File: src/pkg/pwm12_pkg.sv
// Purpose: Shared constants for the cascaded PWM / PPG timer
// Assumes: Byte-wide register port, addresses as printed where given
// Notes:   Field positions refer to the timer mode and run registers
`default_nettype none
package pwm12_pkg;
  // Register addresses
  localparam logic [7:0] DUTY_LOW_ADDR    = 8'h28;
  localparam logic [7:0] DUTY_HIGH_ADDR   = 8'h29;
  localparam logic [7:0] MODE_ADDR        = 8'h2A;
  localparam logic [7:0] RUN_ADDR         = 8'h2B;
  localparam logic [7:0] PERIOD_LOW_ADDR  = 8'h2C;
  localparam logic [7:0] PERIOD_HIGH_ADDR = 8'h2D;
  localparam logic [7:0] STATUS_ADDR      = 8'h2E;

  // Timer mode and run register fields
  localparam int CLK_SEL_LSB = 0;
  localparam int CLK_SEL_MSB = 2;
  localparam int DBE_BIT     = 3;
  localparam int TFF_BIT     = 4;
  localparam int MODE_LSB    = 5;
  localparam int MODE_MSB    = 6;
  localparam int SLOW_BIT    = 7;
  localparam int RUN_BIT     = 0;

  localparam logic [1:0] MODE_PWM12 = 2'h2;
  localparam logic [1:0] MODE_PPG16 = 2'h3;

  // Reset values
  localparam logic [7:0]  DUTY_RESET   = 8'hFF;
  localparam logic [7:0]  PERIOD_RESET = 8'hFF;
  localparam logic [7:0]  MODE_RESET   = 8'h00;
  localparam logic [15:0] CNT_RESET    = 16'h0000;
  localparam logic [3:0]  FRAME_RESET  = 4'h0;

  // Source clock dividers, as power-of-two exponents
  localparam logic [3:0] GEAR_EXP_0 = 4'hB;
  localparam logic [3:0] GEAR_EXP_1 = 4'hA;
  localparam logic [3:0] GEAR_EXP_2 = 4'h8;
  localparam logic [3:0] GEAR_EXP_3 = 4'h6;
  localparam logic [3:0] GEAR_EXP_4 = 4'h4;
  localparam logic [3:0] GEAR_EXP_5 = 4'h2;
  localparam logic [3:0] GEAR_EXP_6 = 4'h1;
  localparam logic [3:0] GEAR_EXP_7 = 4'h0;
  localparam logic [2:0] SLOW_EXP_0 = 3'h4;
  localparam logic [2:0] SLOW_EXP_1 = 3'h3;
  localparam logic [2:0] SLOW_EXP_7 = 3'h2;

  // Frame positions of the extra pulse bits (frame index = cycle - 1)
  localparam logic [3:0] XP0_FRAME = 4'h8;
  localparam logic [2:0] XP1_FRAME = 3'h4;
  localparam logic [1:0] XP2_FRAME = 2'h2;
  localparam logic       XP3_FRAME = 1'h1;

  localparam logic [7:0] PWM_TOP    = 8'hFF;
  localparam logic [3:0] FRAME_LAST = 4'hF;
endpackage
`default_nettype wire

File: src/rtl/pwm12_duty_double_buffer.sv
// Purpose: 12-bit PWM and 16-bit PPG timer with double-buffered duty
// Assumes: Gear clock is core_clk; low_freq_clock is an asynchronous pin
// Notes:   Register writes to the mode register are ignored while running
//
// Summary of operation
// - Buffered running write goes only to buffer; matching keeps old duty
// - Every sixteenth PWM overflow, or every PPG period end, raises sixteen-cycle irq and copies buffer in
// - Duty reads return the buffered value committed by the last high write
// - Buffered write while stopped loads buffer and active duty at once
// - Unbuffered write updates active duty at once, running or stopped
// - New duty below count: no toggle until overflow and later match
// - New duty equal to count matches right after the write
// - Three-bit select picks gear divider or slow clock divider
// - PPG mode: 16-bit counter against 16-bit period and duty
// - Low register written first; high write commits both together
// - Extra pulse bits lengthen duty in fixed cycles of sixteen
// - Low byte match toggles output; overflow at 256 toggles back
// - Clearing run stops and clears counter, output to initial level
`timescale 1ns/100ps
`default_nettype none
module pwm12_duty_double_buffer (
  input  wire logic       core_clk,
  input  wire logic       rst,
  input  wire logic [7:0] reg_addr,
  input  wire logic [7:0] reg_wdata,
  input  wire logic       reg_wr,
  input  wire logic       reg_rd,
  output var  logic [7:0] reg_rdata,
  input  wire logic       low_freq_clock,
  output var  logic       pwm_output_pin,
  output var  logic       overflow_irq,
  output var  logic       sixteen_cycle_irq
);

  function automatic logic gear_tick(input logic [10:0] cnt, input logic [3:0] exp);
    logic [10:0] m;
    m = ~(11'h7FF << exp);
    return (cnt & m) == m;
  endfunction

  function automatic logic slow_tick(input logic [3:0] cnt, input logic [2:0] exp);
    logic [3:0] m;
    m = ~(4'hF << exp);
    return (cnt & m) == m;
  endfunction

  function automatic logic extra_here(input logic [3:0] pat, input logic [3:0] frame);
    return (pat[0] & (frame == pwm12_pkg::XP0_FRAME)) |
           (pat[1] & (frame[2:0] == pwm12_pkg::XP1_FRAME)) |
           (pat[2] & (frame[1:0] == pwm12_pkg::XP2_FRAME)) |
           (pat[3] & (frame[0] == pwm12_pkg::XP3_FRAME));
  endfunction

  logic [7:0]  timer_mode_q;
  logic        run_q;
  logic [7:0]  duty_low_q;
  logic [7:0]  period_low_q;
  logic [7:0]  period_high_q;
  logic [15:0] dbuf_duty_q;
  logic [15:0] dbuf_period_q;
  logic [15:0] active_duty_q;
  logic [15:0] active_period_q;
  logic [15:0] cnt_q;
  logic [3:0]  frame_q;
  logic        dmatched_q;
  logic [10:0] gear_q;
  logic [3:0]  slow_div_q;
  logic        lf_s1_q;
  logic        lf_s2_q;
  logic        lf_s3_q;
  logic        lf_level_q;
  logic        lf_edge;
  logic [2:0]  source_clock_select;
  logic        double_buffer_enable;
  logic        output_initial_level;
  logic        slow_clock_route_select;
  logic [1:0]  mode;
  logic        pwm_mode;
  logic        ppg_mode;
  logic        running;
  logic [3:0]  gear_exp;
  logic [2:0]  slow_exp;
  logic        use_slow;
  logic        tick;
  logic [7:0]  duty_width;
  logic [3:0]  extra_pulse_pattern;
  logic [8:0]  pwm_target;
  logic        duty_hit;
  logic        period_end;
  logic        transfer;
  logic        commit;
  logic        direct;
  assign source_clock_select     = timer_mode_q[pwm12_pkg::CLK_SEL_MSB:pwm12_pkg::CLK_SEL_LSB];
  assign double_buffer_enable    = timer_mode_q[pwm12_pkg::DBE_BIT];
  assign output_initial_level    = timer_mode_q[pwm12_pkg::TFF_BIT];
  assign slow_clock_route_select = timer_mode_q[pwm12_pkg::SLOW_BIT];
  assign mode                    = timer_mode_q[pwm12_pkg::MODE_MSB:pwm12_pkg::MODE_LSB];
  assign pwm_mode                = mode == pwm12_pkg::MODE_PWM12;
  assign ppg_mode                = mode == pwm12_pkg::MODE_PPG16;
  assign running                 = run_q & (pwm_mode | ppg_mode);

  // Low-frequency pin: three stages, a rise counts once stages two and three agree
  always_ff @(posedge core_clk)
  begin
    if (rst)
    begin
      lf_s1_q    <= 1'b0;
      lf_s2_q    <= 1'b0;
      lf_s3_q    <= 1'b0;
      lf_level_q <= 1'b0;
    end
    else
    begin
      lf_s1_q <= low_freq_clock;
      lf_s2_q <= lf_s1_q;
      lf_s3_q <= lf_s2_q;
      if (lf_s2_q == lf_s3_q)
        lf_level_q <= lf_s3_q;
    end
  end
  assign lf_edge = (lf_s2_q == lf_s3_q) & lf_s3_q & ~lf_level_q;
  // Free-running prescalers; a tick is the last count of the chosen power of two
  always_ff @(posedge core_clk)
  begin
    if (rst)
      gear_q <= 11'h000;
    else
      gear_q <= gear_q + 11'h001;
  end

  always_ff @(posedge core_clk)
  begin
    if (rst)
      slow_div_q <= 4'h0;
    else if (lf_edge)
      slow_div_q <= slow_div_q + 4'h1;
  end

  always_comb
  begin
    gear_exp = pwm12_pkg::GEAR_EXP_7;
    slow_exp = pwm12_pkg::SLOW_EXP_7;
    unique case (source_clock_select)
      3'h0: {gear_exp, slow_exp} = {pwm12_pkg::GEAR_EXP_0, pwm12_pkg::SLOW_EXP_0};
      3'h1: {gear_exp, slow_exp} = {pwm12_pkg::GEAR_EXP_1, pwm12_pkg::SLOW_EXP_1};
      3'h2: gear_exp = pwm12_pkg::GEAR_EXP_2;
      3'h3: gear_exp = pwm12_pkg::GEAR_EXP_3;
      3'h4: gear_exp = pwm12_pkg::GEAR_EXP_4;
      3'h5: gear_exp = pwm12_pkg::GEAR_EXP_5;
      3'h6: gear_exp = pwm12_pkg::GEAR_EXP_6;
      3'h7: gear_exp = pwm12_pkg::GEAR_EXP_7;
    endcase
  end
  // Only codes 000, 001 and 111 have a slow-clock source
  assign use_slow = slow_clock_route_select &
                    ((source_clock_select == 3'h0) | (source_clock_select == 3'h1) |
                     (source_clock_select == 3'h7));
  assign tick = use_slow ? (lf_edge & slow_tick(slow_div_q, slow_exp))
                         : gear_tick(gear_q, gear_exp);
  // Match evaluation runs every core cycle, so an equal value written mid-count
  // hits at once and may land off a source clock boundary
  assign duty_width          = {active_duty_q[11:8], active_duty_q[7:4]};
  assign extra_pulse_pattern = active_duty_q[3:0];
  assign pwm_target = {1'b0, duty_width} +
                      {8'h00, extra_here(extra_pulse_pattern, frame_q)};
  always_comb
  begin
    duty_hit   = 1'b0;
    period_end = 1'b0;
    if (running & pwm_mode)
    begin
      duty_hit   = ({1'b0, cnt_q[7:0]} == pwm_target) & ~dmatched_q;
      period_end = tick & (cnt_q[7:0] == pwm12_pkg::PWM_TOP);
    end
    else if (running & ppg_mode)
    begin
      duty_hit   = (cnt_q == active_duty_q) & ~dmatched_q;
      period_end = tick & (cnt_q == active_period_q);
    end
  end
  assign transfer = double_buffer_enable & period_end &
                    (ppg_mode | (frame_q == pwm12_pkg::FRAME_LAST));
  // Counter
  always_ff @(posedge core_clk)
  begin
    if (rst | ~running)
      cnt_q <= pwm12_pkg::CNT_RESET;
    else if (period_end)
      cnt_q <= pwm12_pkg::CNT_RESET;
    else if (tick)
      cnt_q <= cnt_q + 16'h0001;
  end

  // Overflow count within the sixteen-cycle frame
  always_ff @(posedge core_clk)
  begin
    if (rst | ~running)
      frame_q <= pwm12_pkg::FRAME_RESET;
    else if (period_end & pwm_mode)
      frame_q <= frame_q + 4'h1;
  end

  // One duty toggle per period; cleared at period end so a value below the
  // count waits for the next period
  always_ff @(posedge core_clk)
  begin
    if (rst | ~running | period_end)
      dmatched_q <= 1'b0;
    else if (duty_hit)
      dmatched_q <= 1'b1;
  end

  always_ff @(posedge core_clk)
  begin
    if (rst)
      pwm_output_pin <= 1'b0;
    else if (~running | period_end)
      pwm_output_pin <= output_initial_level;
    else if (duty_hit)
      pwm_output_pin <= ~output_initial_level;
  end

  always_ff @(posedge core_clk)
  begin
    if (rst)
    begin
      overflow_irq      <= 1'b0;
      sixteen_cycle_irq <= 1'b0;
    end
    else
    begin
      overflow_irq      <= pwm_mode ? period_end : duty_hit;
      sixteen_cycle_irq <= period_end &
                           (ppg_mode | (frame_q == pwm12_pkg::FRAME_LAST));
    end
  end

  // Register writes
  assign commit = reg_wr & (reg_addr == pwm12_pkg::DUTY_HIGH_ADDR);
  assign direct = commit & ~(double_buffer_enable & running);

  always_ff @(posedge core_clk)
  begin
    if (rst)
      timer_mode_q <= pwm12_pkg::MODE_RESET;
    else if (reg_wr & (reg_addr == pwm12_pkg::MODE_ADDR) & ~run_q)
      timer_mode_q <= reg_wdata;
  end

  always_ff @(posedge core_clk)
  begin
    if (rst)
      run_q <= 1'b0;
    else if (reg_wr & (reg_addr == pwm12_pkg::RUN_ADDR))
      run_q <= reg_wdata[pwm12_pkg::RUN_BIT];
  end

  // Low halves and the period high byte are only staged; nothing reaches the comparators before the duty high write
  always_ff @(posedge core_clk)
  begin
    if (rst)
    begin
      duty_low_q    <= pwm12_pkg::DUTY_RESET;
      period_low_q  <= pwm12_pkg::PERIOD_RESET;
      period_high_q <= pwm12_pkg::PERIOD_RESET;
    end
    else if (reg_wr)
    begin
      if (reg_addr == pwm12_pkg::DUTY_LOW_ADDR)
        duty_low_q <= reg_wdata;
      if (reg_addr == pwm12_pkg::PERIOD_LOW_ADDR)
        period_low_q <= reg_wdata;
      if (reg_addr == pwm12_pkg::PERIOD_HIGH_ADDR)
        period_high_q <= reg_wdata;
    end
  end

  always_ff @(posedge core_clk)
  begin
    if (rst)
    begin
      dbuf_duty_q   <= {pwm12_pkg::DUTY_RESET, pwm12_pkg::DUTY_RESET};
      dbuf_period_q <= {pwm12_pkg::PERIOD_RESET, pwm12_pkg::PERIOD_RESET};
    end
    else if (commit)
    begin
      dbuf_duty_q   <= {reg_wdata, duty_low_q};
      dbuf_period_q <= {period_high_q, period_low_q};
    end
  end

  // A direct write beats a transfer in the same cycle; the buffer copy is older
  always_ff @(posedge core_clk)
  begin
    if (rst)
    begin
      active_duty_q   <= {pwm12_pkg::DUTY_RESET, pwm12_pkg::DUTY_RESET};
      active_period_q <= {pwm12_pkg::PERIOD_RESET, pwm12_pkg::PERIOD_RESET};
    end
    else if (direct)
    begin
      active_duty_q   <= {reg_wdata, duty_low_q};
      active_period_q <= {period_high_q, period_low_q};
    end
    else if (transfer)
    begin
      active_duty_q   <= dbuf_duty_q;
      active_period_q <= dbuf_period_q;
    end
  end

  // Read port, data one cycle after the strobe, zero elsewhere
  always_ff @(posedge core_clk)
  begin
    if (rst | ~reg_rd)
      reg_rdata <= 8'h00;
    else
    begin
      unique case (reg_addr)
        pwm12_pkg::DUTY_LOW_ADDR:    reg_rdata <= dbuf_duty_q[7:0];
        pwm12_pkg::DUTY_HIGH_ADDR:   reg_rdata <= dbuf_duty_q[15:8];
        pwm12_pkg::MODE_ADDR:        reg_rdata <= timer_mode_q;
        pwm12_pkg::RUN_ADDR:         reg_rdata <= {7'h00, run_q};
        pwm12_pkg::PERIOD_LOW_ADDR:  reg_rdata <= dbuf_period_q[7:0];
        pwm12_pkg::PERIOD_HIGH_ADDR: reg_rdata <= dbuf_period_q[15:8];
        pwm12_pkg::STATUS_ADDR:
          reg_rdata <= {frame_q, 1'b0, dmatched_q, pwm_output_pin, running};
        default:                     reg_rdata <= 8'h00;
      endcase
    end
  end

endmodule
`default_nettype wire

File: config.mk
export PLATFORM = sky130hd
export DESIGN_NAME = pwm12_duty_double_buffer
export DESIGN_NICKNAME = d
export VERILOG_FILES = /design/src/pkg/pwm12_pkg.sv /design/src/rtl/pwm12_duty_double_buffer.sv
export SDC_FILE = /design/constraint.sdc
export NUM_CORES = 1
export LEC_CHECK = 0
export ABC_CLOCK_PERIOD_IN_PS = 5900
export BUFFER_PORTS_ARGS = -buffer_cell sky130_fd_sc_hd__clkbuf_2
export CORE_MARGIN = 2
export CORE_UTILIZATION = 66
export CTS_CLUSTER_DIAMETER = 40
export DETAILED_ROUTE_END_ITERATION = 12
export PLACE_DENSITY_LB_ADDON = 0.05
export SYNTH_ARGS = -nofsm -noshare
export SYNTH_HDL_FRONTEND = slang
export SYNTH_SLANG_ARGS = --single-unit
File: constraint.sdc
create_clock -name core_clk -period 5.9 [get_ports core_clk]
set_input_delay 0.59 -clock core_clk [delete_from_list [all_inputs] [get_ports core_clk]]
set_output_delay 0.59 -clock core_clk [all_outputs]
set_load 0.01 [all_outputs]
==> results of run 1 <==
## kinds of logic (layout without fill, tap and decap cells)
| kind of cell | Yosys count | count (layout) | share of synthesized area (%) |
|---|---|---|---|
| adders and majority gates | 10 | 10 | 1.83 |
| muxes | 55 | 55 | 8.15 |
| and+or+nand+nor | 288 | 288 | 20.8 |
| xor gates and xnor gates | 68 | 68 | 8.72 |
| buffers and inverters | 61 | 76 | 4.27 |
| DFF | 148 | 148 | 43.4 |
| AOI/OAI and AO/OA | 135 | 135 | 12.9 |
## placed cells by master (no fill, tap or decap), types with 20 or more instances in the layout
cell type and instances:
xor2_1 20, a21oi_1 44, xnor2_1 48, clkbuf_2 31
nand3_1 21, nor2b_1 20, o22ai_1 32, dfxtp_1 148
nand2_1 121, mux2i_1 50, nor2_1 51
## cell type report
cell class,instances,share of cell area [%]
tap,136,2.25
clock inverter,11,2.33
clock buffer,20,5.89
sequential,148,39.1
inverter,8,0.397
multi-input combinational,556,47.3
timing repair buffer,37,2.65
## critical path, delay by kind of cell (launching register included)
| family | cells | cell delay [ns] |
|---|---|---|
| and+or+nand+nor | 4 | 1.38 |
| AOI/OAI and AO/OA | 4 | 0.69 |
| adders and majority gates | 2 | 0.43 |
| DFF | 1 | 0.40 |
| buffers and inverters | 2 | 0.19 |
## through the flow
| step | hold WS [ns] | std cells |
|---|---|---|
| floorplan | 0.414 | 765 |
| global placement | 0.427 | 885 |
| detailed placement | 0.434 | 885 |
| CTS | 0.334 | 916 |
| global route | 0.337 | 916 |
| finish | 0.348 | 916 |
## synthesized netlist by cell type, types with 3 or more instances
library cell  count  area [µm²]
a22o_1            5        43.8
nand3_1          21         105
xnor2_1          48         420
nand2_1         121         454
a222oi_1          3        30.0
xor2_1           20         175
a21oi_1          44         220
nor2b_1          20         125
o21ai_0          14        70.1
nand4_1          15        93.8
nor3b_1           3        22.5
or3_1             5        31.3
and2_1            6        37.5
mux2_2            5        56.3
nor4_1            3        18.8
a22oi_1           8        60.1
nor2_1           51         191
buf_6             6        67.6
and3_1            8        50.1
buf_2             6        30.0
nand3b_1         18         135
a31oi_1           4        25.0
inv_1             8        30.0
nand4b_1          3        26.3
a211o_1           8        70.1
dfxtp_1         148        2960
ha_1             10         125
mux2i_1          50         500
clkbuf_1         37         139
o22ai_1          32         200
## power by group
group	switching [W]	leakage, nW	internal, W	total [W]
clock network	0.000416	0.290	0.000709	0.00112
logic	0.0000446	1.80	0.0000217	0.0000663
registers	0.00000351	1.20	0.00100	0.00101
total	0.000464	3.28	0.00173	0.00220
## how the worst max path moves through the flow
stage / startpoint / endpoint / slack (ns)
finish: frame_q[0] / pwm_output_pin / 2.72
global route: frame_q[0] / pwm_output_pin / 2.55
CTS: frame_q[0] / pwm_output_pin / 2.77
detailed placement: frame_q[0] / pwm_output_pin / 2.79
global placement: frame_q[0] / pwm_output_pin / 2.88
floorplan: frame_q[0] / pwm_output_pin / 3.03
## state kept, by name, indices dropped and copies added (netlist names)
signal,flops
run_q,1
dbuf_period_q,16
overflow_irq,1
period_low_q,8
slow_div_q,4
gear_q,11
timer_mode_q,8
reg_rdata,8
cnt_q,16
frame_q,4
dbuf_duty_q,16
lf_level_q,1
duty_low_q,8
lf_s2_q,1
lf_s1_q,1
dmatched_q,1
sixteen_cycle_irq,1
period_high_q,8
active_duty_q,16
pwm_output_pin,1
active_period_q,16
lf_s3_q,1
## metal layers
layer	vias up	routed length, µm
li1	2674	-
met1	2766	7700
met2	252	8620
met3	53	1360
met4	0	758
met5	-	0
==> results.md, run 1 <==
* Antenna violations before repair at 0
* Syn_nets at between 700 and 800
* Die ar. at about 11,000 µm²
* CP startpoint kind: register
* Measured slew at the worst slew-check pin at around 1.1 ns
* Post-synthesis cell area at 6830 µm²
* IO Port Bufs at 31
* GRT Residual Overflow at 0
* Setup WS pre-CTS at 2.79 ns
* Chip Height at 106 µm
* Max Freq at 315 MHz
* PnR Total Power at around 0.0022 W
* Yosys warns at 0
* Ys async rst share at 0%
* Most used DFF post-synth: dfxtp_1
* Setup TNS at 0 ns
* DP Area at 6950 µm²
* Yosys reg bits at 148
* Clock Path Buffers at 2
* Worst rel slew slack at 27.9%
* HPWL Detailed at 12,400 µm
* First-pass DRT Iterations at 7
* Worst min-delay path class: in2reg
* Slowest CP cell: or4b_1
* Clock transition at path regs at 0.06 ns
* Vias in the first global route at 5,490
* RSZ-0062 raised after global routing: false
* Via count at 5,745
* # H-tree levels at 4
* CP endpoint kind: register
* Root Buffer: clkbuf_8
* Post-synth EDFFs at 0
* Worst setup margin at 2.72 ns
* Post-CTS Setup Inserts at 0
* GRT Total Usage at 34.7%
* Fin crit share at between 50 and 60%
* Area grow syn2layout at 10.8%
* Most Crowded Layer GR: met2
* CP max stage delay at 0.51 ns
* Overall routed net length at 18,400 µm
* Chip Width at 106 µm
* Drt via density at 6.27
* Synthesized area per cell at 8.93 µm²
* Layout cells sized above 1 at 10.4%
* Hold path start: reg_wdata[3]
* CTS tree: built
* GR Util met1 at 44.8%
* Static Leakage at 3.28 nW
* Fin crit period at between 3 and 4 ns
* Synth cell types at 59
* Post-synthesis sequential area ratio at between 40% and 50%
* WHS Endpoint: period_low_q[3]
* Sink Count at 148
* Worst path cell trace: inv_1 > ha_1 > a222oi_1 > inv_1 > ha_1 > and4_1 > and3b_1 > or4_1 > o311ai_1 > a32oi_1 > or4b_1 > a31oi_1
* Gpl congestion at 0.938
* WP data arrival at ~3.7 ns
* FILL cells at between 700 and 800
* Initial Util at 67.1%
* Clock Skews at roughly 0.0062 ns
* FF-to-FF Start: frame_q[0]
* Final core occ at 74.3%
* Final setup vio count at 0
* Endpoints failing hold at 0
* Multi-input logic area at roughly 3600 µm²
* Post-Syn Instances at 765
* Ports placed on the boundary at 32
* Peak supply drop at 0.000219 V
* Detailed Route Iter0 Violations at 532
* Reg-to-reg endpoint: pwm_output_pin
* Met3 GRT Util at 7.67%
* Core footprint at 10,200 µm²
* Row count at 37
* Largest net degree at the start of global routing at 91
* First-pass GRT wire length at 29,200 µm
* Outcome: completed
* Register area at 2960 µm²
* Hold depth at 2
* Per-cell routed wire length at slightly above 20 µm
* PwrDens at 290 nW/µm²
* Slew Viols, Final at 0
* Setup Crit Path Kind: reg2reg
* R2r setup slk at 2.72 ns
* Max-cap violations at 0
* Hold_buf cts at 0
* Met2 Track Usage GR at 54.6%
* Layout Nets at 799
* Remaining antenna violation count at 0
* Diodes inserted at 0
* Worst reg-to-reg path cell count at 12
* Post-CTS resize count at 0
* Total CTS buffers at 17
* Worst-Skew Late Latency at approximately 0.54 ns
* Post-route cell area at between 7000 and 8000 µm²
* Critical path required time at 6.37 ns
* DR DRC count at 0
* Crit-path max FO at 5
No activity file was read; power rests on OpenSTA's default activity.
==> inputs of run 2 (changes only) <==
--- a/config.mk
+++ b/config.mk
@@ -5,10 +5,11 @@
 export SDC_FILE = /design/constraint.sdc
 export NUM_CORES = 1
 export LEC_CHECK = 0
-export ABC_CLOCK_PERIOD_IN_PS = 5900
+export ABC_AREA = 1
+export ABC_CLOCK_PERIOD_IN_PS = 2800
 export BUFFER_PORTS_ARGS = -buffer_cell sky130_fd_sc_hd__clkbuf_2
 export CORE_MARGIN = 2
-export CORE_UTILIZATION = 66
+export CORE_UTILIZATION = 56
 export CTS_CLUSTER_DIAMETER = 40
 export DETAILED_ROUTE_END_ITERATION = 12
 export PLACE_DENSITY_LB_ADDON = 0.05
==> constraint.sdc (replaced) <==
create_clock -name core_clk -period 2.8 [get_ports core_clk]
set_input_delay 0.28 -clock core_clk [delete_from_list [all_inputs] [get_ports core_clk]]
set_output_delay 0.28 -clock core_clk [all_outputs]
set_load 0.01 [all_outputs]
==> run 2 against run 1 <==
Against the previous run:
- synthesized cell count up 43%
- register-to-register slack worse by 2.3 ns
- sequential share of layout area down 4.6 points
- sequential cell count unchanged
- worst setup slack worse by 2.3 ns
- largest power group unchanged
- hold slack worse by 0.32 ns
==> results.md, run 2 <==
* GRT Total Usage at 31.7%
* Post-CTS resize count at 0
* Post-synthesis cell area at 7700 µm²
* Slowest CP cell: dfxtp_1
* DR DRC count at 0
* Root Buffer: clkbuf_16
* Sw Pwr at approximately 0.0011 W
* Antenna violations before repair at 0
* WP data arrival at 2.73 ns
* CP startpoint kind: register
* Internal power at 0.00352 W
* Area grow syn2layout at 11.4%
* HPWL Detailed at 15,900 µm
* Placed Cells at ~1,300
* Sink Count at roughly 150
* Max Freq at 418 MHz
* Vias in the first global route at 6,736
* Die ar. at between 10,000 and 15,000 µm²
* Max-cap violations at 0
* Via count at 7,310
* Final setup vio count at 0
* Commonest cells after routing, fill and taps aside: 192 x nand2_1, 148 x dfxtp_1, 133 x nand3_1
* Yosys top cell area share at 38.5%
* Crit-path max FO at 6
* Clock transition at path regs at 0.06 ns
* Synthesized area per cell at approximately 7.0 µm²
* Hold path start: low_freq_clock
* Layout Nets at 1,140
* Fin crit period at 2.39 ns
* RSZ-0062 raised after global routing: false
* Most used cell along the critical path: nand2_1
* Detailed Route Iter0 Violations at 738
* FILL cells at around 1,200
* CP max stage delay at approximately 0.35 ns
* IO Port Bufs at 31
* Main area contributors after synthesis: dfxtp_1 38%, nand2_1 9.4%, nand3_1 8.6%
* Yosys reg bits at 148
* Sequential Power Share at 45.9%
* Count leader, synth: nand2_1
* Remaining antenna violation count at 0
* Fin crit share at 85.5%
* Yosys warns at 0
* Clock Skews at 0.00956 ns
* Leading area contributor after synthesis: dfxtp_1
* Post-synth EDFFs at 0
* Total CTS buffers at 17
* Syn_nets at 1,125
* Chip Height at 121 µm
* Hold depth at 3
* Diodes inserted at 0
* GRT Residual Overflow at 0
* # H-tree levels at 4
* Clock power share at between 50% and 60%
* Gpl congestion at 0.997
* Outcome: completed
* Setup Crit Path Kind: reg2reg
* Most common cell after layout, fill and taps aside: nand2_1
* Final core occ at 64.3%
* Slew Viols, Final at 0
* Post-route cell area at 8580 µm²
* Worst path cell trace: inv_1 > ha_1 > o21ai_0 > o211ai_1 > ha_1 > ha_1 > nand3_1 > nor2_1 > nand3_1 > nand2_1 > nand2_1 > nor2_1 > nand2_1 > nand2_1 > nand2_1 > nand2_1 > nand3_1 > nand2_1 > inv_1
* Logic gate share of total power at 2.9%
* Setup TNS at 0 ns
* Top post-synthesis cells by count: 192 x nand2_1, 148 x dfxtp_1, 133 x nand3_1
* Synth cell types at 43
* Worst-Skew Late Latency at 0.44 ns
* Layout Cells excl Fill at around 1,300
* Overall routed net length at 22,400 µm
* Row count at 42
* Most used DFF post-synth: dfxtp_1
* Worst min-delay path class: in2reg
* PwrDens at 539 nW/µm²
* CP endpoint kind: register
* Drt via density at 5.63
* First-pass DRT Iterations at 5
* Post-CTS Setup Inserts at 0
* Worst Setup SP: frame_q[0]
* Core footprint at 13,300 µm²
* Hold_buf cts at 0
* FF-to-FF Start: frame_q[0]
* Post-synthesis sequential area ratio at 38.5%
* Switching share of power at 23.9%
* Initial Util at roughly 58%
* Worst reg-to-reg path cell count at 19
* Static Leakage at approximately 3.8 nW
* Per-cell routed wire length at between 15 and 20 µm
* Largest net degree at the start of global routing at 45
* Ys async rst share at 0%
* Ports placed on the boundary at 32
* Clock Path Buffers at 2
* Endpoints failing hold at 0
* Layout cells sized above 1 at 12.1%
* Measured slew at the worst slew-check pin at 0.893 ns
* CTS tree: built
* Worst rel slew slack at 40.2%
* Critical path required time at around 3.1 ns
* Peak supply drop at roughly 0.0005 V
* Post-Syn Instances at between 1,000 and 1,500
* DP Area at between 7000 and 8000 µm²
* Chip Width at 121 µm
* First-pass GRT wire length at 35,800 µm
==> run 2: worst max-delay path: cells and delay by family (launching register included) <==
family | cells | cell delay (ns)
buffers and inverters | 2 | 0.16
adders and majority gates | 3 | 0.63
AOI/OAI and AO/OA | 2 | 0.24
DFF | 1 | 0.35
and+or+nand+nor | 12 | 0.91
==> run 2: cell type report <==
type | count | area, µm² | area share [%]
multi-input cells | 755 | 3940 | 45.9
flip-flops and latches | 148 | 2960 | 34.5
inverters | 135 | 509 | 5.94
clock buffers | 18 | 439 | 5.12
repair buffers | 52 | 338 | 3.94
well taps | 176 | 220 | 2.57
clock inverters | 14 | 171 | 2.00
==> run 2: path summary, 6_finish.rpt <==
kind / endpoint / slack [ns]
max: pwm_output_pin / 0.41
max reg2reg: pwm_output_pin / 0.41
min reg2reg: lf_s2_q / 0.42
min: lf_s1_q / 0.03
==> run 2: power groups by stage <==
stage / Clock, W / Combinational [W] / Sequential, W
after global routing: 0.00247 / 0.000149 / 0.00212
after floorplan: 0 / 0.0000767 / 0.00217
after detailed placement: 0 / 0.000131 / 0.00217
final: 0.00237 / 0.000136 / 0.00212
after global placement: 0 / 0.000132 / 0.00217
after CTS: 0.00239 / 0.000133 / 0.00212
==> run 2: metrics by stage <==
step	power, W	hold slack [ns]	setup slack, ns
2_1_floorplan	0.00224	0.387	0.642
3_3_place_gp	0.00230	0.409	0.442
3_5_place_dp	0.00230	0.411	0.423
4_1_cts	0.00464	0.0199	0.409
5_1_grt	0.00474	0.0261	0.0873
6_report	0.00463	0.0275	0.406
==> run 2: logic make-up after synthesis <==
| logic type | after synthesis | synth area share, % |
|---|---|---|
| DFF | 148 | 38.5 |
| xor gates and xnor gates | 33 | 3.75 |
| and+or+nand+nor | 523 | 32.4 |
| adders and majority gates | 10 | 1.62 |
| buffers and inverters | 191 | 10.7 |
| AOI/OAI and AO/OA | 189 | 13.1 |
==> run 2: routing by layer <==
metal / track usage, % / up-vias / share of wire (%)
li1: - / 3649 / -
met1: 44.0 / 3319 / 45
met2: 49.1 / 294 / 45
met3: 5.40 / 48 / 7.4
met4: 12.7 / 0 / 3.2
met5: 0 / - / 0
==> inputs of run 3 (changes only) <==
--- a/config.mk
+++ b/config.mk
@@ -9,10 +9,12 @@
 export ABC_CLOCK_PERIOD_IN_PS = 2800
 export BUFFER_PORTS_ARGS = -buffer_cell sky130_fd_sc_hd__clkbuf_2
 export CORE_MARGIN = 2
-export CORE_UTILIZATION = 56
+export CORE_UTILIZATION = 58
+export CTS_BUF_LIST = sky130_fd_sc_hd__clkbuf_4
 export CTS_CLUSTER_DIAMETER = 40
 export DETAILED_ROUTE_END_ITERATION = 12
 export PLACE_DENSITY_LB_ADDON = 0.05
+export SLEW_MARGIN = 30
 export SYNTH_ARGS = -nofsm -noshare
 export SYNTH_HDL_FRONTEND = slang
 export SYNTH_SLANG_ARGS = --single-unit
==> run 3 against run 2 <==
Against the previous run:
- fmax down 1.8%
- die area decreased by 3.3%
- hold slack better by 0.0038 ns
- sequential power about the same
- clock skew increased by 0.0061 ns
- wire length decreased by 3.4%
- utilization is 1.0 points lower
- final area decreased by 3.5%
- non-clock buffer count is 1 lower
- largest cell class unchanged
==> results.md, run 3 (same netlist as run 2, synthesis figures left out) <==
* Via count at 7,278
* PnR Total Power at between 0.003 and 0.004 W
* Post-CTS Setup Inserts at 0
* Drt via density at ~5.6
* Remaining antenna violation count at 0
* Final setup vio count at 0
* Root Buffer: clkbuf_4
* Setup WS pre-CTS at 0.403 ns
* Antenna violations before repair at 1
* Static Leakage at 3.67 nW
* DP Area at about 7900 µm²
* Endpoints failing hold at 0
* GRT Residual Overflow at 0
* Vias in the first global route at around 6,500
* Measured slew at the worst slew-check pin at 0.760 ns
* Layout cells sized above 1 at 11.7%
* Area grow syn2layout at 7.42%
* Fin crit share at between 80 and 90%
* IO Port Bufs at 31
* Sink Count at approximately 150
* # H-tree levels at 4
* Peak supply drop at 0.000396 V
* Crit-path max FO at 6
* Worst min-delay path class: in2reg
* Worst rel slew slack at 49.2%
* Die ar. at 14,200 µm²
* First-pass GRT wire length at 34,700 µm
* FILL cells at 1,250
* Gpl congestion at 0.907
* Worst-Skew Late Latency at between 0.5 and 0.6 ns
* Row count at 42
* WP data arrival at 2.93 ns
* Setup Crit Path Kind: reg2reg
* Clock transition at path regs at 0.14 ns
* Chip Height at 119 µm
* Slew Viols, Final at 0
* Layout Nets at 1,139
* Clock Path Buffers at 2
* Max Freq at 410 MHz
* CP endpoint kind: register
* CTS tree: built
* GRT Total Usage at 31.3%
* Fin crit period at 2.44 ns
* Setup TNS at 0 ns
* Post-route cell area at 8280 µm²
* First-pass DRT Iterations at 7
* Post-CTS resize count at 0
* Largest net degree at the start of global routing at 65
* Chip Width at around 120 µm
* Hold WS at 0.0313 ns
* Per-cell routed wire length at 16.7 µm
* Most common cell after layout, fill and taps aside: nand2_1
* Critical path required time at 3.30 ns
* Initial Util at 58.9%
* Worst setup margin at 0.361 ns
* RSZ-0062 raised after global routing: false
* Detailed Route Iter0 Violations at 558
* Commonest cells after routing, fill and taps aside: 192 x nand2_1, 147 x dfxtp_1, 133 x nand3_1
* DR DRC count at 0
* Outcome: completed
* PwrDens at 451 nW/µm²
* Total CTS buffers at 17
* HPWL Detailed at around 15,000 µm
* Ports placed on the boundary at 32
* Overall routed net length at 21,600 µm
* CP startpoint kind: register
* Clock Skews at between 0.015 and 0.02 ns
* Core footprint at 13,100 µm²
* Max-cap violations at 0
==> run 3: cell count changes in the layout (fill, tap and decap cells not counted), moves of 3 or more <==
cell | before | now
dlygate4sd3_1 | 0 | 3
clkbuf_4 | 0 | 17
clkbuf_16 | 17 | 0
buf_4 | 19 | 15
==> run 3: final cells by class <==
cell class / instances / area (µm²) / area share (%)
inverter: 135 / 509 / 6.15
timing repair buffer: 51 / 338 / 4.08
sequential: 148 / 2960 / 35.8
tap: 176 / 220 / 2.66
clock inverter: 14 / 176 / 2.13
clock buffer: 17 / 128 / 1.54
multi-input combinational: 755 / 3940 / 47.6
antenna: 1 / 2.50 / 0.0302
==> run 3: power breakdown <==
| group | internal (W) | switching [W] |
|---|---|---|
| Clock | 0.000624 | 0.000849 |
| Sequential | 0.00212 | 0.00000750 |
| Combinational | 0.0000441 | 0.0000915 |
==> run 3: path summary, 6_finish.rpt <==
kind                 from               to  slack [ns]  cells past startpoint
max            frame_q[0]   pwm_output_pin        0.36                     19
min          reg_wdata[3]  period_low_q[3]        0.03                      3
max reg2reg    frame_q[0]   pwm_output_pin        0.36                     19
min reg2reg       lf_s1_q          lf_s2_q        0.41                      2
==> run 3: per-layer routing <==
metal  vias to the layer above  wire length, µm  share of wire (%)  global-route usage [%]
met4                         0              456                2.1                    8.85
met1                      3348             9770                 45                    42.2
met3                        34             1410                6.5                    7.14
met5                         -                0                  0                       0
met2                       253            10000                 46                    50.2
li1                       3643                -                  -                       -
==> run 3: repair_timing <==
item	4_1_cts	5_1_grt
hold buffers	3	0
endpoints found under the hold margin	4	0
setup endpoints to repair	0	0
==> run 3: per-stage QoR <==
stage	cells	utilization [%]
detailed placement	1262	60.7
finish	1297	63.2
global route	1297	63.2
global placement	1262	60.7
floorplan	1094	-
CTS	1296	63.2
==> run 3: critical path, stage by stage, from the launching register on <==
cell	delay, ns
dfxtp_1	0.37
inv_1	0.13
ha_1	0.15
o21ai_0	0.08
o211ai_1	0.17
ha_1	0.22
ha_1	0.26
nand3_1	0.15
nor2_1	0.12
nand3_1	0.07
nand2_1	0.10
nand2_1	0.05
nor2_1	0.08
nand2_1	0.07
nand2_1	0.05
nand2_1	0.05
nand2_1	0.06
nand3_1	0.06
nand2_1	0.06
inv_1	0.04
